[config.mk]
export PLATFORM = sky130hd
export DESIGN_NAME = cwd_config_decoder
export DESIGN_NICKNAME = d
export VERILOG_FILES = /design/src/core/cwd_pkg.sv /design/src/core/cwd_sync_counter.sv /design/src/core/cwd_config_decoder.sv
export SDC_FILE = /design/constraint.sdc
export NUM_CORES = 1
export LEC_CHECK = 0
export ABC_CLOCK_PERIOD_IN_PS = 3850
export BUFFER_PORTS_ARGS = -buffer_cell sky130_fd_sc_hd__clkbuf_2
export CAP_MARGIN = 40
export CORE_MARGIN = 3
export CORE_UTILIZATION = 55
export DETAILED_ROUTE_END_ITERATION = 6
export GPL_ROUTABILITY_DRIVEN = 1
export PLACE_DENSITY = 0.81
export SLEW_MARGIN = 30
export SYNTH_ARGS = -nofsm -noshare
export SYNTH_HDL_FRONTEND = slang
export SYNTH_SLANG_ARGS = --single-unit
[constraint.sdc]
create_clock -name clk -period 3.85 [get_ports clk]
set_clock_uncertainty 0.15 [all_clocks]
set_input_delay 0.1925 -clock clk [delete_from_list [all_inputs] [get_ports clk]]
set_output_delay 0.1925 -clock clk [all_outputs]
set_load 0.05 [all_outputs]
[src/core/cwd_pkg.sv]
// Package of constants and types for the configuration word decoder.
package cwd_pkg;
  localparam int WORD_W = 14;
  localparam logic [31:0] APB_CONFIG_WORD = 32'h0000_0000;
  localparam logic [31:0] APB_PROG_CTRL = 32'h0000_0004;
  localparam logic [31:0] APB_PROG_ADDR = 32'h0000_0008;
  localparam logic [31:0] APB_PROG_DATA = 32'h0000_000C;
  localparam logic [31:0] APB_STATUS = 32'h0000_0010;
  localparam logic [31:0] APB_WAKE_CTRL = 32'h0000_0014;
  localparam logic [13:0] CONFIG_ADDR = 14'h2007;
  localparam logic [13:0] TEST_SPACE_LO = 14'h2000;
  localparam logic [13:0] TEST_SPACE_HI = 14'h3FFF;
  localparam logic [13:0] CONFIG_RESET = 14'h3FFF;
  localparam int OSC_SEL_LSB = 0;
  localparam int WATCHDOG_BIT = 2;
  localparam int PWRUP_OFF_BIT = 3;
  localparam int GUARD_LSB = 4;
  localparam int BROWNOUT_BIT = 6;
  localparam int UNUSED_BIT = 7;
  localparam logic [13:0] UNUSED_MASK_A = 14'h3FE0;
  localparam logic [13:0] UNUSED_MASK_B = 14'h0080;
  localparam real CLK_MHZ = 200.0;
  localparam real PWRUP_DELAY_MS = 72.0;
  localparam int PWRUP_CYCLES = int'(PWRUP_DELAY_MS * 1000.0 * CLK_MHZ);
  localparam int SETTLE_EDGES = 1024;
  localparam logic [31:0] BAD_ADDR_DATA = 32'h0000_0000;
  typedef enum logic [1:0] {
    CWD_OSC_LP,
    CWD_OSC_XT,
    CWD_OSC_HS,
    CWD_OSC_RC
  } cwd_osc_e;
  typedef enum logic [1:0] {
    CWD_GUARD_ALL,
    CWD_GUARD_UPPER34,
    CWD_GUARD_UPPER12,
    CWD_GUARD_NONE
  } cwd_guard_e;
endpackage : cwd_pkg

[src/core/cwd_sync_counter.sv]
// Edge counter fed by a two-flop synchronised pin, used for oscillator settling.
`timescale 1ns/100ps
module cwd_sync_counter #(
  parameter int COUNT = 1024
) (
  input wire logic clk,
  input wire logic sys_rst,
  input wire logic pinIn,
  input wire logic start,
  output logic done
);
  import cwd_pkg::*;

  typedef struct packed {
    logic sync1;
    logic sync2;
    logic last;
    logic running;
    logic done;
    logic [$clog2(COUNT+1)-1:0] count;
  } cwd_cnt_s;

  cwd_cnt_s state;
  cwd_cnt_s next_state;

  ////////////////////////////////////////////////////////////////////////////////
  // Only the second synchroniser stage feeds the edge detector.
  always_comb begin
    next_state = state;
    next_state.sync1 = pinIn;
    next_state.sync2 = state.sync1;
    next_state.last = state.sync2;
    if (start) begin
      next_state.running = 1'b1;
      next_state.done = 1'b0;
      next_state.count = '0;
    end else if (state.running && state.sync2 && !state.last) begin
      if (state.count == ($clog2(COUNT+1))'(COUNT - 1)) begin
        next_state.running = 1'b0;
        next_state.done = 1'b1;
      end
      next_state.count = state.count + 1'b1;
    end
  end

  // State register.
  always_ff @(posedge clk) begin
    if (sys_rst) begin
      state <= '0;
    end else begin
      state <= next_state;
    end
  end

  assign done = state.done;
endmodule : cwd_sync_counter

[src/core/cwd_config_decoder.sv]
// Configuration word decoder with programming port, power-up and settle timers.
`timescale 1ns/100ps
module cwd_config_decoder #(
  parameter int PWRUP_COUNT = cwd_pkg::PWRUP_CYCLES,
  parameter logic HAS_BROWNOUT = 1'b1
) (
  input wire logic clk,
  input wire logic sys_rst,
  input wire logic psel,
  input wire logic penable,
  input wire logic pwrite,
  input wire logic [31:0] paddr,
  input wire logic [31:0] pwdata,
  output logic [31:0] prdata,
  output logic pready,
  output logic pslverr,
  input wire logic progModePin,
  input wire logic powerOnPin,
  input wire logic extResetPin,
  input wire logic watchdogWake,
  input wire logic irqPending,
  input wire logic oscInputPin,
  output cwd_pkg::cwd_osc_e oscType,
  output logic watchdogOn,
  output logic watchdogClkSel,
  output logic powerupDelayOn,
  output cwd_pkg::cwd_guard_e codeGuard,
  output logic brownoutOn,
  output logic extClockOk,
  output logic holdInReset,
  output logic powerDown
);
  import cwd_pkg::*;

  typedef enum logic [2:0] {
    CWD_ST_LOAD,
    CWD_ST_PWRUP,
    CWD_ST_SETTLE,
    CWD_ST_RUN,
    CWD_ST_SLEEP
  } cwd_seq_e;

  typedef struct packed {
    logic [WORD_W-1:0] configWord;
    logic [WORD_W-1:0] liveWord;
    logic [13:0] progAddr;
    logic [13:0] progData;
    logic sleepReq;
    cwd_seq_e seq;
    logic [31:0] timer;
    logic settleStart;
    logic [1:0] progSync;
    logic [1:0] porSync;
    logic [1:0] extSync;
    logic [31:0] rdata;
    logic slverr;
    logic accessDenied;
  } cwd_top_s;

  cwd_top_s state;
  cwd_top_s next_state;
  logic settleDone;
  logic inProg;
  logic powerOn;
  logic extReset;
  logic apbAccess;
  logic crystalMode;
  logic [13:0] readWord;

  ////////////////////////////////////////////////////////////////////////////////
  // Synchronised pins; first flops are read only by the second ones.
  assign inProg = state.progSync[1];
  assign powerOn = state.porSync[1];
  assign extReset = state.extSync[1];
  assign apbAccess = psel && penable;

  // Stored word with UNUSED_MASK_B (bit 7) forced to one on readback, or UNUSED_MASK_A (bits 13:5) without brownout.
  always_comb begin
    readWord = state.liveWord | UNUSED_MASK_A;
    if (HAS_BROWNOUT) begin
      readWord = state.liveWord | UNUSED_MASK_B;
    end
  end

  // Crystal modes need the settle count, except on leaving load without power-on; the RC mode starts at once.
  assign crystalMode = state.configWord[OSC_SEL_LSB +: 2] != 2'b11;

  ////////////////////////////////////////////////////////////////////////////////
  // Oscillator settle counter on the oscillator input pin.
  cwd_sync_counter #(
    .COUNT(SETTLE_EDGES)
  ) u_settle (
    .clk(clk),
    .sys_rst(sys_rst),
    .pinIn(oscInputPin),
    .start(state.settleStart),
    .done(settleDone)
  );

  ////////////////////////////////////////////////////////////////////////////////
  // Next-state logic for bus, programming port and reset sequencer.
  always_comb begin
    next_state = state;
    next_state.progSync = {state.progSync[0], progModePin};
    next_state.porSync = {state.porSync[0], powerOnPin};
    next_state.extSync = {state.extSync[0], extResetPin};
    next_state.settleStart = 1'b0;
    next_state.accessDenied = 1'b0;
    // Register reads are taken in the setup cycle so data is ready at access.
    // The error flag is cleared only in setup, so a setup-time error still stands at the access edge.
    if (psel && !penable) begin
      next_state.slverr = 1'b0;
      next_state.rdata = BAD_ADDR_DATA;
      if (paddr == APB_CONFIG_WORD) begin
        next_state.rdata = {18'h0_0000, readWord};
      end else if (paddr == APB_PROG_CTRL) begin
        next_state.rdata = {31'h0000_0000, inProg};
      end else if (paddr == APB_PROG_ADDR) begin
        next_state.rdata = {18'h0_0000, state.progAddr};
      end else if (paddr == APB_PROG_DATA) begin
        // Only the config word of test space is read back, and only while programming.
        if (inProg && state.progAddr == CONFIG_ADDR) begin
          next_state.rdata = {18'h0_0000, readWord};
        end else if (!inProg && state.progAddr >= TEST_SPACE_LO) begin
          next_state.slverr = 1'b1;
        end
      end else if (paddr == APB_STATUS) begin
        next_state.rdata = {27'h000_0000, settleDone, holdInReset, powerDown,
          inProg, crystalMode};
      end else if (paddr == APB_WAKE_CTRL) begin
        next_state.rdata = {31'h0000_0000, state.sleepReq};
      end else begin
        next_state.slverr = 1'b1;
      end
    end
    if (apbAccess && pwrite) begin
      if (paddr == APB_PROG_ADDR) begin
        next_state.progAddr = pwdata[13:0];
      end else if (paddr == APB_PROG_DATA) begin
        // Writes to the config word land only in programming mode.
        if (inProg && state.progAddr == CONFIG_ADDR) begin
          next_state.liveWord = pwdata[13:0];
        end else if (state.progAddr >= TEST_SPACE_LO) begin
          next_state.accessDenied = 1'b1;
        end
      end else if (paddr == APB_WAKE_CTRL) begin
        next_state.sleepReq = pwdata[0];
      end
    end
    if (apbAccess && pwrite && paddr == APB_PROG_DATA && state.accessDenied) begin
      next_state.slverr = 1'b1;
    end
    // Reset sequencer: power-up delay, then settle count, then run.
    case (state.seq)
      CWD_ST_LOAD: begin
        next_state.configWord = readWord;
        next_state.timer = '0;
        if (!extReset && !inProg) begin
          if (powerOn && !state.configWord[PWRUP_OFF_BIT]) begin
            next_state.seq = CWD_ST_PWRUP;
          end else if (powerOn && crystalMode) begin
            next_state.seq = CWD_ST_SETTLE;
            next_state.settleStart = 1'b1;
          end else begin
            next_state.seq = CWD_ST_RUN;
          end
        end
      end
      CWD_ST_PWRUP: begin
        next_state.timer = state.timer + 32'h0000_0001;
        if (state.timer == 32'(PWRUP_COUNT - 1)) begin
          next_state.timer = '0;
          if (crystalMode) begin
            next_state.seq = CWD_ST_SETTLE;
            next_state.settleStart = 1'b1;
          end else begin
            next_state.seq = CWD_ST_RUN;
          end
        end
      end
      CWD_ST_SETTLE: begin
        if (settleDone && !state.settleStart) begin
          next_state.seq = CWD_ST_RUN;
        end
      end
      CWD_ST_RUN: begin
        if (state.sleepReq) begin
          next_state.seq = CWD_ST_SLEEP;
          next_state.sleepReq = 1'b0;
        end
      end
      CWD_ST_SLEEP: begin
        // Any of three causes ends power-down; crystal modes resettle, but an external reset returns to the load state instead.
        if (extReset || watchdogWake || irqPending) begin
          next_state.seq = crystalMode ? CWD_ST_SETTLE : CWD_ST_RUN;
          next_state.settleStart = crystalMode;
        end
      end
      default: begin
        next_state.seq = CWD_ST_LOAD;
      end
    endcase
    // External reset or programming returns to the load state.
    if (extReset || inProg) begin
      next_state.seq = CWD_ST_LOAD;
    end
  end

  // State register.
  always_ff @(posedge clk) begin
    if (sys_rst) begin
      state <= '0;
      state.configWord <= CONFIG_RESET;
      state.liveWord <= CONFIG_RESET;
      state.seq <= CWD_ST_LOAD;
    end else begin
      state <= next_state;
    end
  end

  ////////////////////////////////////////////////////////////////////////////////
  // Decoded selections come from the word latched in reset, never live writes.
  assign oscType = cwd_osc_e'(state.configWord[OSC_SEL_LSB +: 2]);
  assign watchdogOn = state.configWord[WATCHDOG_BIT];
  assign watchdogClkSel = 1'b1; // Always the private RC clock.
  assign powerupDelayOn = !state.configWord[PWRUP_OFF_BIT];
  assign codeGuard = cwd_guard_e'(state.configWord[GUARD_LSB +: 2]);
  assign brownoutOn = HAS_BROWNOUT && state.configWord[BROWNOUT_BIT];
  assign extClockOk = crystalMode;
  assign holdInReset = state.seq inside {CWD_ST_LOAD, CWD_ST_PWRUP, CWD_ST_SETTLE};
  assign powerDown = state.seq == CWD_ST_SLEEP;
  assign prdata = state.rdata;
  assign pready = 1'b1;
  assign pslverr = apbAccess && state.slverr;
endmodule : cwd_config_decoder

Word-level counts from Yosys, hierarchy flattened
Index checks and enable logic that the tools add are counted.

Flip-flop bits (word level): 128. Output and inout port bits: 45.

Add/subtract/negate cells: 2. Order comparisons: 1. Equal/unequal tests: 18. Mux-type cells: 41. Bitwise gates (word level): 3. Reductions and logical operators: 38.

Operators with widths (count): $mux W32 (3); $eq A32 B4 Y1 const B (2); $eq A32 B5 Y1 const B (2); $pmux W32 S2 (1); $mux W36 (1); $mux W33 (1); $add A32 B1 Y32 const B (1); $eq A32 B24 Y1 const B (1); $eq A32 B3 Y1 const B (1); $logic_not A32 Y1 (1); $mux W13 (2); $mux W1 (23); $pmux W3 S5 (1); $eq A14 B14 Y1 const B (1); $ge A14 B14 Y1 const B (1); $logic_and A1 B1 Y1 (14); $mux W14 (1); $mux W3 (4); $add A11 B1 Y11 const B (1); $eq A11 B10 Y1 const B (1); $ne A2 B2 Y1 const B (5); $reduce_bool A2 Y1 (4); $eq A3 B2 Y1 const B (2); $logic_not A1 Y1 (6); other kinds (16) (23).

Logic depth before layout (Yosys ltp)
Gate-level depths: netlist of the first run.

Depth after elaboration: 10. Mapped depth: 8.

Cells and area by module
From an unflattened synthesis of the first run, not the netlist that was laid out.

Cell total of the unflattened synthesis: 668. Area total of the unflattened synthesis: 5730.5 um2.

Modules (own cells, without submodules): cwd_config_decoder (times used 1, cells each 595, area an instance 5046.1 um2); cwd_sync_counter (times used 1, cells each 73, area an instance 684.4 um2).

Worst setup path before layout of the first run
No wires, ideal clock.

Path type: reg2reg. Start: reg state[41] (netlist name). End: reg state[65] (netlist name). Setup time: 0.070 ns. Data arrival time: 1.942 ns. Required time: 3.630 ns. Path slack: 1.688 ns. Stages on the path, launching flop included: 7. Buffers on the path: 0. Clock period less this slack: 2.162 ns. Cell sequence: dfxtp_1 ha_1 and2_2 nand4_4 or4b_1 or4_1 a21oi_1.

Cells in the longest elaborated chain, start to end: 3. Elaborated cells on any way between the ends: 4. Those cells by class: add/sub: 1; eq/ne: 1; mux: 2.

RTL lines: from (decl) (RTL line cwd_config_decoder.sv:60) `cwd_top_s state;`; from (signal assigned) (RTL line cwd_config_decoder.sv:217) `state <= next_state;`; $add A32 B1 Y32 / $eq A32 B24 Y1 (equally long branches) (RTL line cwd_config_decoder.sv:170, cwd_config_decoder.sv:171); $mux W36 * (RTL line cwd_config_decoder.sv:171) `if (state.timer == 32'(PWRUP_COUNT - 1)) begin`; $pmux W32 S2 * (RTL line cwd_config_decoder.sv:154) `case (state.seq)`.

Mark *: on every way between the ends. The rest lies on a longest branch, timed or not. The select of a mux whose other input is x is not followed. A chain may end at the register's enable or synchronous reset.

Worst setup path in the final report of the first run
Start: reg state, in the netlist inProg. End: reg state, in the netlist readWord[1].

Cells in the longest elaborated chain, start to end: 2.

RTL lines: $logic_and A1 B1 Y1 (RTL line cwd_config_decoder.sv:141) `if (inProg && state.progAddr == CONFIG_ADDR) begin`; $reduce_and A4 Y1 (no line).

Every way passes these cells.

==> results of run 1 <==
[registers in the layout, indices dropped and copies added, names as in the netlist, 2 cells and up]
signal / cells
state: 54
next_state: 3
readWord: 13
prdata: 14
codeGuard: 2
u_settle.state: 13
oscType: 2
u_settle.next_state: 2
[metal layers]
metal | track usage [%] | routed length (um)
met1 | 34.6 | 6050
met2 | 39.2 | 6360
met3 | 3.83 | 1270
met4 | 7.86 | 200
met5 | 0 | 0
[how the worst max path moves through the flow]
stage	startpoint	to	slack, ns	cells past startpoint
floorplan	state[41]$_SDFFE_PP0P_	state[65]$_SDFFE_PP0P_	1.69	6
global placement	inProg$_SDFF_PP0_	readWord[3]$_SDFFE_PP1P_	1.17	6
detailed placement	inProg$_SDFF_PP0_	readWord[0]$_SDFFE_PP1P_	1.06	6
CTS	inProg$_SDFF_PP0_	readWord[1]$_SDFFE_PP1P_	1.04	6
global route	inProg$_SDFF_PP0_	readWord[2]$_SDFFE_PP1P_	0.79	6
finish	inProg$_SDFF_PP0_	readWord[1]$_SDFFE_PP1P_	1.01	6
[power by group through the flow]
stage | clock [mW] | combinational [mW] | sequential, mW
detailed placement | 0 | 0.234 | 1.19
global placement | 0 | 0.228 | 1.19
CTS | 0.721 | 0.252 | 1.16
finish | 0.712 | 0.259 | 1.16
global route | 0.764 | 0.278 | 1.17
floorplan | 0 | 0.196 | 1.18
[synthesized netlist by cell type, drive strengths merged, types with 2 or more instances]
cell	n
or4	6
and3	8
xor2	13
a211oi	2
clkbuf	18
a31oi	22
nor2b	15
a21boi	12
a21oi	22
o31a	3
nor4b	3
nand4	22
xnor2	9
a22oi	9
o21ai	13
dfxtp	109
o31ai	4
or3	5
nor4bb	2
o22ai	7
nand4b	2
and4	5
and2	10
nor2	65
or2	3
a311o	13
o211ai	5
a221oi	4
nor3	20
nor4	19
nand2b	4
nand3	32
nand2	49
inv	10
buf	47
ha	2
a211o	2
conb	2
mux2i	23
[area by class of cell]
| type | count | area [um^2] | share of cell area, % |
|---|---|---|---|
| inverter | 10 | 37.5 | 0.605 |
| sequential | 109 | 2180 | 35.2 |
| clock buffer | 9 | 124 | 2.00 |
| multi-input combinational | 467 | 2930 | 47.2 |
| timing repair buffer | 111 | 678 | 10.9 |
| tap | 129 | 161 | 2.60 |
| clock inverter | 7 | 91.3 | 1.47 |
[worst register-to-register path, cell delays in order, from the launching register on]
cell and delay (ns):
dfxtp_1 0.49, nor4bb_1 0.37, nand4_1 0.38, nor4_4 0.58, buf_4 0.32, a21boi_0 0.11
a311o_1 0.33
[logic make-up (layout without fill, tap and decap cells)]
group,Yosys count,in the layout,share of synthesized area [%]
other,2,20,0.137
multiplexers,23,23,4.19
flip-flops,109,109,39.7
AND/OR/NAND/NOR,274,274,27.6
buffers and inverters,76,137,8.38
XOR/XNOR,22,22,3.51
adder cells (fa/ha/maj),2,2,0.455
AO/OA/AOI/OAI,126,126,16.0
==> run metrics, run 1 <==
Starting DRT DRC Count ~370; Worst setup EP type register; pre-CTS setup slack around 1.1 ns; Yosys cell types 68; sw frac 30.2%; # IOs between 100 and 150; Post-layout nets 785; # clock sinks between 100 and 150; global-route wire length before repair between 20 and 25 mm; Via-to-Cell Ratio 6.10; CP max FO 16; # DRC 0; Layout area overhead 12.9%; NetSw 0.644 mW; die height about 110 um; Cell Area, Placed between 5000 and 6000 um^2; Worst Reg-to-Reg Cells 6; hold endpoint prdata[7]$_SDFFE_PP0P_; Post-CTS Setup Repair Bufs 0; asr flop ratio synth 0%; Gate power share 12.2%; vias in the first global route 4722; Power, Total ~2.1 mW; clock-pin transition on the worst setup and hold timing paths 0.12 ns; final core utilization 65.6%; row count 35; status finished clean; pin count of the biggest net entering global routing 52; maximum clock frequency about 0.35 GHz; post-DR wirelength/cell 16.5 um; synthesized area 5490 um^2; Synth top area share 39.7%; Syn Inst Count between 600 and 700; Fin Hold WS about 0.0066 ns; Int Power 1.49 mW; CP Data Arrival Time a little under 3 ns; #FFs+latches synth roughly 110; Worst Hold Launch paddr[0]; commonest non-fill, non-tap cells in the layout dfxtp_1, clkbuf_2, nor2_1, nand2_1, nand3_1; WS Path Type register to register; Clk network pwr share between 30% and 40%; Peak VDD IR approximately 0.26 mV; most common cell after layout, fill and taps aside dfxtp_1; routability congestion estimate 0.917; Least-Margin Pin Slew 0.751 ns; die width 106 um; cts repair resizes 0; Hold Path Stages 4; Clk Latency, worst-skew pair roughly 0.39 ns; worst r2r dst readWord[1]$_SDFFE_PP1P_; diode count 0; worst path buffer plus inverter count 1; setup TNS 0 ns; layout cell share with drive strength beyond 1 18.1%; Die ar. 11200 um^2; Final Hold Viols 0; RSZ-0062 raised after global routing false; starting density of the core 58.1%; via count 5136; cell taking the most area after synthesis dfxtp_1; Antenna Nets Post-Route 0; sequential power share 54.5%; Top delay family on crit path simple AND/OR/NAND/NOR gates; worst r2r src inProg$_SDFF_PP0_; Final Cell Area between 6000 and 7000 um^2; Root Driver clkbuf_8; slowest CP cell nor4_4; Placed Cells 804; Total Wirelength 13.9 mm; Synth area leaders dfxtp_1, buf_4, nor2_1, mux2i_1, nand2_1; Layout Cells excl Fill roughly 840; clk buf depth 2; minimum clock period 2.84 ns; leakage 2.30 nW; sequential cell area fraction in the yosys report between 30% and 40%; initial antenna violation count 0; Data required, critical path about 4.0 ns; Relative slew margins 49.4%; Setup WS post-layout 1.01 ns; core area ~9500 um^2; endpoints failing setup 0; FILL cells 766; Startpoint Class register; Post-synth top flop dfxtp_1; CTS tree built; Global Route Usage Sum 24.7%; min-delay worst type input port to register; PwrDens around 340 nW/um^2; IO Port Bufs 81; H-tree depth 3; max-slew violation count 0; CP max stage delay between 0.5 and 0.6 ns; r2r setup slk 1.01 ns; synth warn 0; TritonRoute pass-1 iters 5; GRT overflow 0; CTS buffer count 9; estimated wirelength of the detail-placed design a little under 10 mm; period utilization 73.8%; number of synthesized flops with an enable pin 0; max-cap viol count 0; Post-Syn Area per Cell between 8 and 9 um^2; cts hold-fix bufs 21; crit-path cells nor4bb_1 -> nand4_1 -> nor4_4 -> buf_4 -> a21boi_0 -> a311o_1
Power figures use the tool's default switching activity.
==> run 2: changes to the inputs <==
--- a/config.mk
+++ b/config.mk
@@ -5,14 +5,14 @@
 export SDC_FILE = /design/constraint.sdc
 export NUM_CORES = 1
 export LEC_CHECK = 0
-export ABC_CLOCK_PERIOD_IN_PS = 3850
+export ABC_CLOCK_PERIOD_IN_PS = 2450
 export BUFFER_PORTS_ARGS = -buffer_cell sky130_fd_sc_hd__clkbuf_2
 export CAP_MARGIN = 40
 export CORE_MARGIN = 3
-export CORE_UTILIZATION = 55
+export CORE_UTILIZATION = 49
 export DETAILED_ROUTE_END_ITERATION = 6
 export GPL_ROUTABILITY_DRIVEN = 1
-export PLACE_DENSITY = 0.81
+export PLACE_DENSITY = 0.76
 export SLEW_MARGIN = 30
 export SYNTH_ARGS = -nofsm -noshare
 export SYNTH_HDL_FRONTEND = slang
==> constraint.sdc (replaced) <==
create_clock -name clk -period 2.45 [get_ports clk]
set_clock_uncertainty 0.15 [all_clocks]
set_input_delay 0.1225 -clock clk [delete_from_list [all_inputs] [get_ports clk]]
set_output_delay 0.1225 -clock clk [all_outputs]
set_load 0.05 [all_outputs]
==> run 2 against run 1 <==
  * Core utilization down 6.9 points
  * Die area up 12%
  * Sequential share of layout area down 1.0 points
  * Critical endpoint is now state[65]$_SDFFE_PP0P_
  * Largest power group unchanged
==> run metrics, run 2 (synthesis gave the netlist of run 1 again) <==
status finished clean; pin count of the biggest net entering global routing 33 (-37%); Clk network pwr share 32.3% (-1.1 points); Clk Latency, worst-skew pair 0.40 ns (about the same); initial antenna violation count 0 (unchanged); diode count 0 (unchanged); vias in the first global route 4830 (+2.3%); clk buf depth 2 (unchanged); Die ar. 12500 um^2 (+12%); via count 5214 (+1.5%); Data required, critical path 2.63 ns (-1.34 ns); PwrDens 522 nW/um^2 (+52%); NetSw 0.991 mW (+54%); endpoints failing setup 0 (unchanged); Gate power share 13.4% (+1.2 points); row count 38 (+8.6%); CP max FO 5 (-11); H-tree depth 3 (unchanged); Least-Margin Pin Slew 0.617 ns (-0.135 ns); starting density of the core 50.5% (-7.6 points); post-DR wirelength/cell 16.4 um (-0.30%); IO Port Bufs 81 (unchanged); Root Driver clkbuf_8; FILL cells 977 (+28%); Relative slew margins 58.8% (+9.4 points); layout cell share with drive strength beyond 1 20.5% (+2.4 points); Global Route Usage Sum 22.8% (-1.9 points); CTS tree built; # DRC 0 (unchanged); r2r setup slk 0.17 ns (-0.84 ns); clock-pin transition on the worst setup and hold timing paths 0.11 ns (about the same); Via-to-Cell Ratio 5.95 (-2.5%); routability congestion estimate 0.931 (+1.6%); die height 112 um (+5.6%); Startpoint Class register; GRT overflow 0 (unchanged); Total Wirelength 14.4 mm (+3.8%); max-cap viol count 0 (unchanged); Worst setup EP type register; Power, Total 3.33 mW (+56%); CP Data Arrival Time 2.46 ns (-0.51 ns); RSZ-0062 raised after global routing false; Post-CTS Setup Repair Bufs 0 (unchanged); most common cell after layout, fill and taps aside dfxtp_1; leakage 2.42 nW (+5.4%); setup TNS 0 ns (unchanged); Biggest register state; Post-layout nets 810 (+3.2%); max-slew violation count 0 (unchanged); period utilization 92.9% (+19 points); Worst Hold Launch paddr[3]; minimum clock period 2.28 ns (-0.564 ns); Peak VDD IR 0.481 mV (+84%); Hold Path Stages 5 (+1); number of flip-flops in the largest register 54 (unchanged); CTS buffer count 9 (unchanged); commonest non-fill, non-tap cells in the layout dfxtp_1, clkbuf_2, nor2_1, nand2_1; global-route wire length before repair 23.6 mm (+2.7%); Int Power 2.34 mW (+57%); maximum clock frequency 0.439 GHz (+25%); Layout area overhead 16.3%; Reg area 2180 um^2 (unchanged); # IOs 120 (unchanged); worst r2r dst state[65]$_SDFFE_PP0P_; sw frac 29.7% (-0.48 points); sequential power share 54.3% (-0.2 points); Worst Reg-to-Reg Cells 6 (unchanged); area of the multi-input gates 2930 um^2 (about the same); min-delay worst type input port to register; Antenna Nets Post-Route 0 (unchanged); # clock sinks 109 (unchanged); die width 112 um (+5.6%); WS Path Type register to register; estimated wirelength of the detail-placed design 10.3 mm (+4.7%); hold endpoint prdata[7]$_SDFFE_PP0P_; TritonRoute pass-1 iters 5 (unchanged); worst r2r src state[41]$_SDFFE_PP0P_; Starting DRT DRC Count 453 (+22%); Final Hold Viols 0 (unchanged); core area 10900 um^2 (+15%)
run 2: cell types whose count changed in the layout (fill, tap and decap cells not counted):
cell / change
nor4_2: +1
buf_4: +25
inv_8: +4
o21ai_2: -1
nor4_1: -1
clkinv_4: -1
dlygate4sd3_1: +2
buf_2: -2
o21ai_1: +1
clkinv_8: -4
run 2: cell type report:
cell class              instances  share of cell area (%)
multi-input cells             467                    45.9
inverters                      10                   0.588
well taps                     140                    2.74
clock inverters                 6                   0.979
flip-flops and latches        109                    34.2
repair buffers                136                    13.7
clock buffers                   9                    1.94
run 2: stage by stage:
stage,hold WS [ns],area [um^2],cells,setup slack [ns],utilization [%]
2_1_floorplan,0.101,5560,652,0.288,-
3_3_place_gp,0.195,5960,839,0.190,54.8
3_5_place_dp,0.207,5960,839,0.121,54.8
4_1_cts,0.0100,6380,877,0.110,58.6
5_1_grt,0.0702,6390,877,0.0576,58.7
6_report,0.0391,6390,877,0.173,58.7
run 2: per-layer routing:
layer	part of all wire [%]	global-route usage [%]
met4	2.3	9.16
met5	0	0
met2	46	34.9
met1	45	31.7
met3	7.4	4.40
run 2: how the worst max path moves through the flow:
stage,from,to,depth (start not counted)
detailed placement,state[59]$_SDFFE_PP0P_,state[70]$_SDFFE_PP0P_,5
global route,state[48]$_SDFFE_PP0P_,state[71]$_SDFFE_PP0P_,5
global placement,state[59]$_SDFFE_PP0P_,state[70]$_SDFFE_PP0P_,5
floorplan,state[41]$_SDFFE_PP0P_,state[65]$_SDFFE_PP0P_,6
CTS,state[59]$_SDFFE_PP0P_,state[70]$_SDFFE_PP0P_,5
finish,state[41]$_SDFFE_PP0P_,state[65]$_SDFFE_PP0P_,6
run 2: critical path, stage by stage (launching register included):
cell and delay (ns):
dfxtp_1 0.41, ha_1 0.18, and2_2 0.24, nand4_4 0.14, or4b_1 0.56, or4_1 0.41, a21oi_1 0.14
run 2: what timing repair did:
item,4_1_cts,5_1_grt
hold buffers,23,0
setup endpoints to repair,0,3
hold endpoints to repair,35,0
gates resized for setup,0,1
run 2: power by group through the flow:
stage,registers (mW),logic (mW),clock network (mW)
finish,1.81,0.446,1.08
global route,1.81,0.481,1.17
CTS,1.81,0.438,1.10
detailed placement,1.85,0.409,0
global placement,1.85,0.400,0
floorplan,1.85,0.308,0
==> run 3: changes to the inputs <==
--- a/config.mk
+++ b/config.mk
@@ -6,7 +6,7 @@
 export NUM_CORES = 1
 export LEC_CHECK = 0
 export ABC_CLOCK_PERIOD_IN_PS = 2450
-export BUFFER_PORTS_ARGS = -buffer_cell sky130_fd_sc_hd__clkbuf_2
+export BUFFER_PORTS_ARGS = -buffer_cell sky130_fd_sc_hd__buf_2
 export CAP_MARGIN = 40
 export CORE_MARGIN = 3
 export CORE_UTILIZATION = 49
==> run 3 against run 2 <==
  * Sequential cell count is the same
  * Sequential share of layout area shrank 0.33 points
  * Fmax grew 0.52%
  * Combinational power is essentially flat
  * Critical endpoint unchanged
  * Core utilization grew 0.57 points
  * Cell area grew 0.98%
  * First-iteration DRC count shrank 13%
  * Critical path depth is the same
  * Non-clock buffer count grew 4
  * Worst hold slack lost 0.0089 ns
==> run metrics, run 3 (synthesis gave the netlist of run 1 again) <==
most common cell after layout, fill and taps aside dfxtp_1; worst path buffer plus inverter count 0 (unchanged); Setup WS post-layout 0.185 ns (+0.0117 ns); WS Path Type register to register; die width 112 um (unchanged); Layout area overhead 17.4%; endpoints failing setup 0 (unchanged); Int Power 2.38 mW (+1.6%); sw frac 29.7% (-0.059 points); RSZ-0062 raised after global routing false; starting density of the core 50.5% (unchanged); # DRC 0 (unchanged); worst r2r src state[41]$_SDFFE_PP0P_; Antenna Nets Post-Route 0 (unchanged); status finished clean; sequential power share 53.4% (-0.9 points); Top delay family on crit path simple AND/OR/NAND/NOR gates; minimum clock period 2.27 ns (-0.0117 ns); final core utilization 59.2% (+0.57 points); setup TNS 0 ns (unchanged); commonest non-fill, non-tap cells in the layout dfxtp_1, buf_2, nor2_1, nand2_1, buf_4; global-route wire length before repair 23.5 mm (about the same); Worst Hold Launch paddr[3]; Post-CTS Setup Repair Bufs 0 (unchanged); Total Wirelength 14.3 mm (-0.84%); Clk network pwr share 33.5% (+1.2 points); hold endpoint prdata[7]$_SDFFE_PP0P_; Global Route Usage Sum 22.7% (-0.082 points); initial antenna violation count 0 (unchanged); leakage 2.45 nW (+0.96%); Data required, critical path 2.62 ns (about the same); crit-path cells ha_1 -> and2_2 -> nand4_4 -> or4b_1 -> or4_1 -> a21oi_1; via count 5184 (-0.58%); CP max FO 5 (unchanged); GRT overflow 0 (unchanged); Biggest register state; number of flip-flops in the largest register 54 (unchanged); row count 38 (unchanged); Via-to-Cell Ratio 5.88 (-1.1%); max-cap viol count 0 (unchanged); Hold Path Stages 5 (unchanged); CP Data Arrival Time 2.44 ns (-0.02 ns); clk buf depth 2 (unchanged); Clk Latency, worst-skew pair 0.39 ns (about the same); worst r2r dst state[65]$_SDFFE_PP0P_; maximum clock frequency 0.441 GHz (+0.52%); FILL cells 976 (-0.10%); layout cell share with drive strength beyond 1 20.9% (+0.40 points); period utilization 92.5% (-0.48 points); slowest CP cell or4b_1; max-slew violation count 0 (unchanged); CTS tree built; estimated wirelength of the detail-placed design 10.1 mm (-1.6%); NetSw 1.00 mW (+1.4%); Worst Reg-to-Reg Cells 6 (unchanged); Die ar. 12500 um^2 (unchanged); # clock sinks 109 (unchanged); # IOs 120 (unchanged); post-DR wirelength/cell 16.2 um (-1.4%); r2r setup slk 0.18 ns (about the same); pin count of the biggest net entering global routing 49 (+48%); vias in the first global route 4802 (-0.58%); Startpoint Class register; clock-pin transition on the worst setup and hold timing paths 0.11 ns (about the same); PwrDens 525 nW/um^2 (+0.57%); Least-Margin Pin Slew 0.588 ns (-0.0286 ns); diode count 0 (unchanged); min-delay worst type input port to register; core area 10900 um^2 (unchanged); Relative slew margins 60.8% (+2.0 points); Final Hold Viols 0 (unchanged); IO Port Bufs 81 (unchanged); H-tree depth 3 (unchanged); Starting DRT DRC Count 396 (-13%); CP max stage delay 0.56 ns (about the same); routability congestion estimate 0.955 (+2.6%); Worst setup EP type register; Peak VDD IR 0.474 mV (-1.4%); Gate power share 13.1% (-0.3 points); Root Driver clkbuf_8; TritonRoute pass-1 iters 5 (unchanged); Power, Total 3.39 mW (+1.6%); die height 112 um (unchanged); pre-CTS setup slack 0.119 ns (-0.00208 ns); CTS buffer count 9 (unchanged); Post-layout nets 814 (+0.49%)
## run 3: repair_timing
item | CTS | global route
hold buffers | 24 | 0
resized for setup | 0 | 1
hold endpoints to repair | 38 | 0
setup endpoints to repair | 0 | 1
## run 3: layer usage
layer / track usage [%] / part of all wire, % / vias to the layer above
met5: 0 / 0 / -
met4: 9.08 / 2.4 / 0
met3: 4.02 / 6.1 / 29
met2: 35.3 / 46 / 208
met1: 31.4 / 45 / 2461
li1: - / - / 2486
## run 3: layout make-up
| type | instances | area [um^2] | share of cell area (%) |
|---|---|---|---|
| Tap cell | 140 | 175 | 2.72 |
| Clock inverter | 6 | 78.8 | 1.22 |
| Sequential cell | 109 | 2180 | 33.8 |
| Clock buffer | 10 | 138 | 2.13 |
| Timing Repair Buffer | 140 | 908 | 14.1 |
| Multi-Input combinational cell | 467 | 2930 | 45.4 |
| Inverter | 10 | 37.5 | 0.582 |
## run 3: metrics by stage
| step | instance area [um^2] | hold slack (ns) | cells |
|---|---|---|---|
| 2_1_floorplan | 5560 | 0.101 | 652 |
| 3_3_place_gp | 5990 | 0.190 | 842 |
| 3_5_place_dp | 5990 | 0.192 | 842 |
| 4_1_cts | 6440 | 0.0123 | 882 |
| 5_1_grt | 6450 | 0.0517 | 882 |
| 6_report | 6450 | 0.0302 | 882 |
## run 3: worst max-delay path by stage
| stage | from | depth (start not counted) | to | slack (ns) |
|---|---|---|---|---|
| 5_1_grt | state[66]$_SDFFE_PP0P_ | 5 | state[70]$_SDFFE_PP0P_ | 0.04 |
| 2_1_floorplan | state[41]$_SDFFE_PP0P_ | 6 | state[65]$_SDFFE_PP0P_ | 0.29 |
| 3_3_place_gp | state[70]$_SDFFE_PP0P_ | 5 | state[70]$_SDFFE_PP0P_ | 0.19 |
| 3_5_place_dp | state[70]$_SDFFE_PP0P_ | 5 | state[70]$_SDFFE_PP0P_ | 0.12 |
| 6_report | state[41]$_SDFFE_PP0P_ | 6 | state[65]$_SDFFE_PP0P_ | 0.18 |
| 4_1_cts | state[70]$_SDFFE_PP0P_ | 5 | state[70]$_SDFFE_PP0P_ | 0.11 |
## run 3: worst reg2reg max path, stage by stage (launching register included)
cell	delay, ns
dfxtp_1	0.41
ha_1	0.18
and2_2	0.22
nand4_4	0.14
or4b_1	0.56
or4_1	0.40
a21oi_1	0.15
## run 3: power groups by stage
stage	Clock, mW	Sequential, mW	Combinational [mW]
floorplan	0	1.85	0.308
global placement	0	1.85	0.396
detailed placement	0	1.85	0.405
CTS	1.16	1.81	0.435
global route	1.23	1.81	0.474
finish	1.13	1.81	0.443
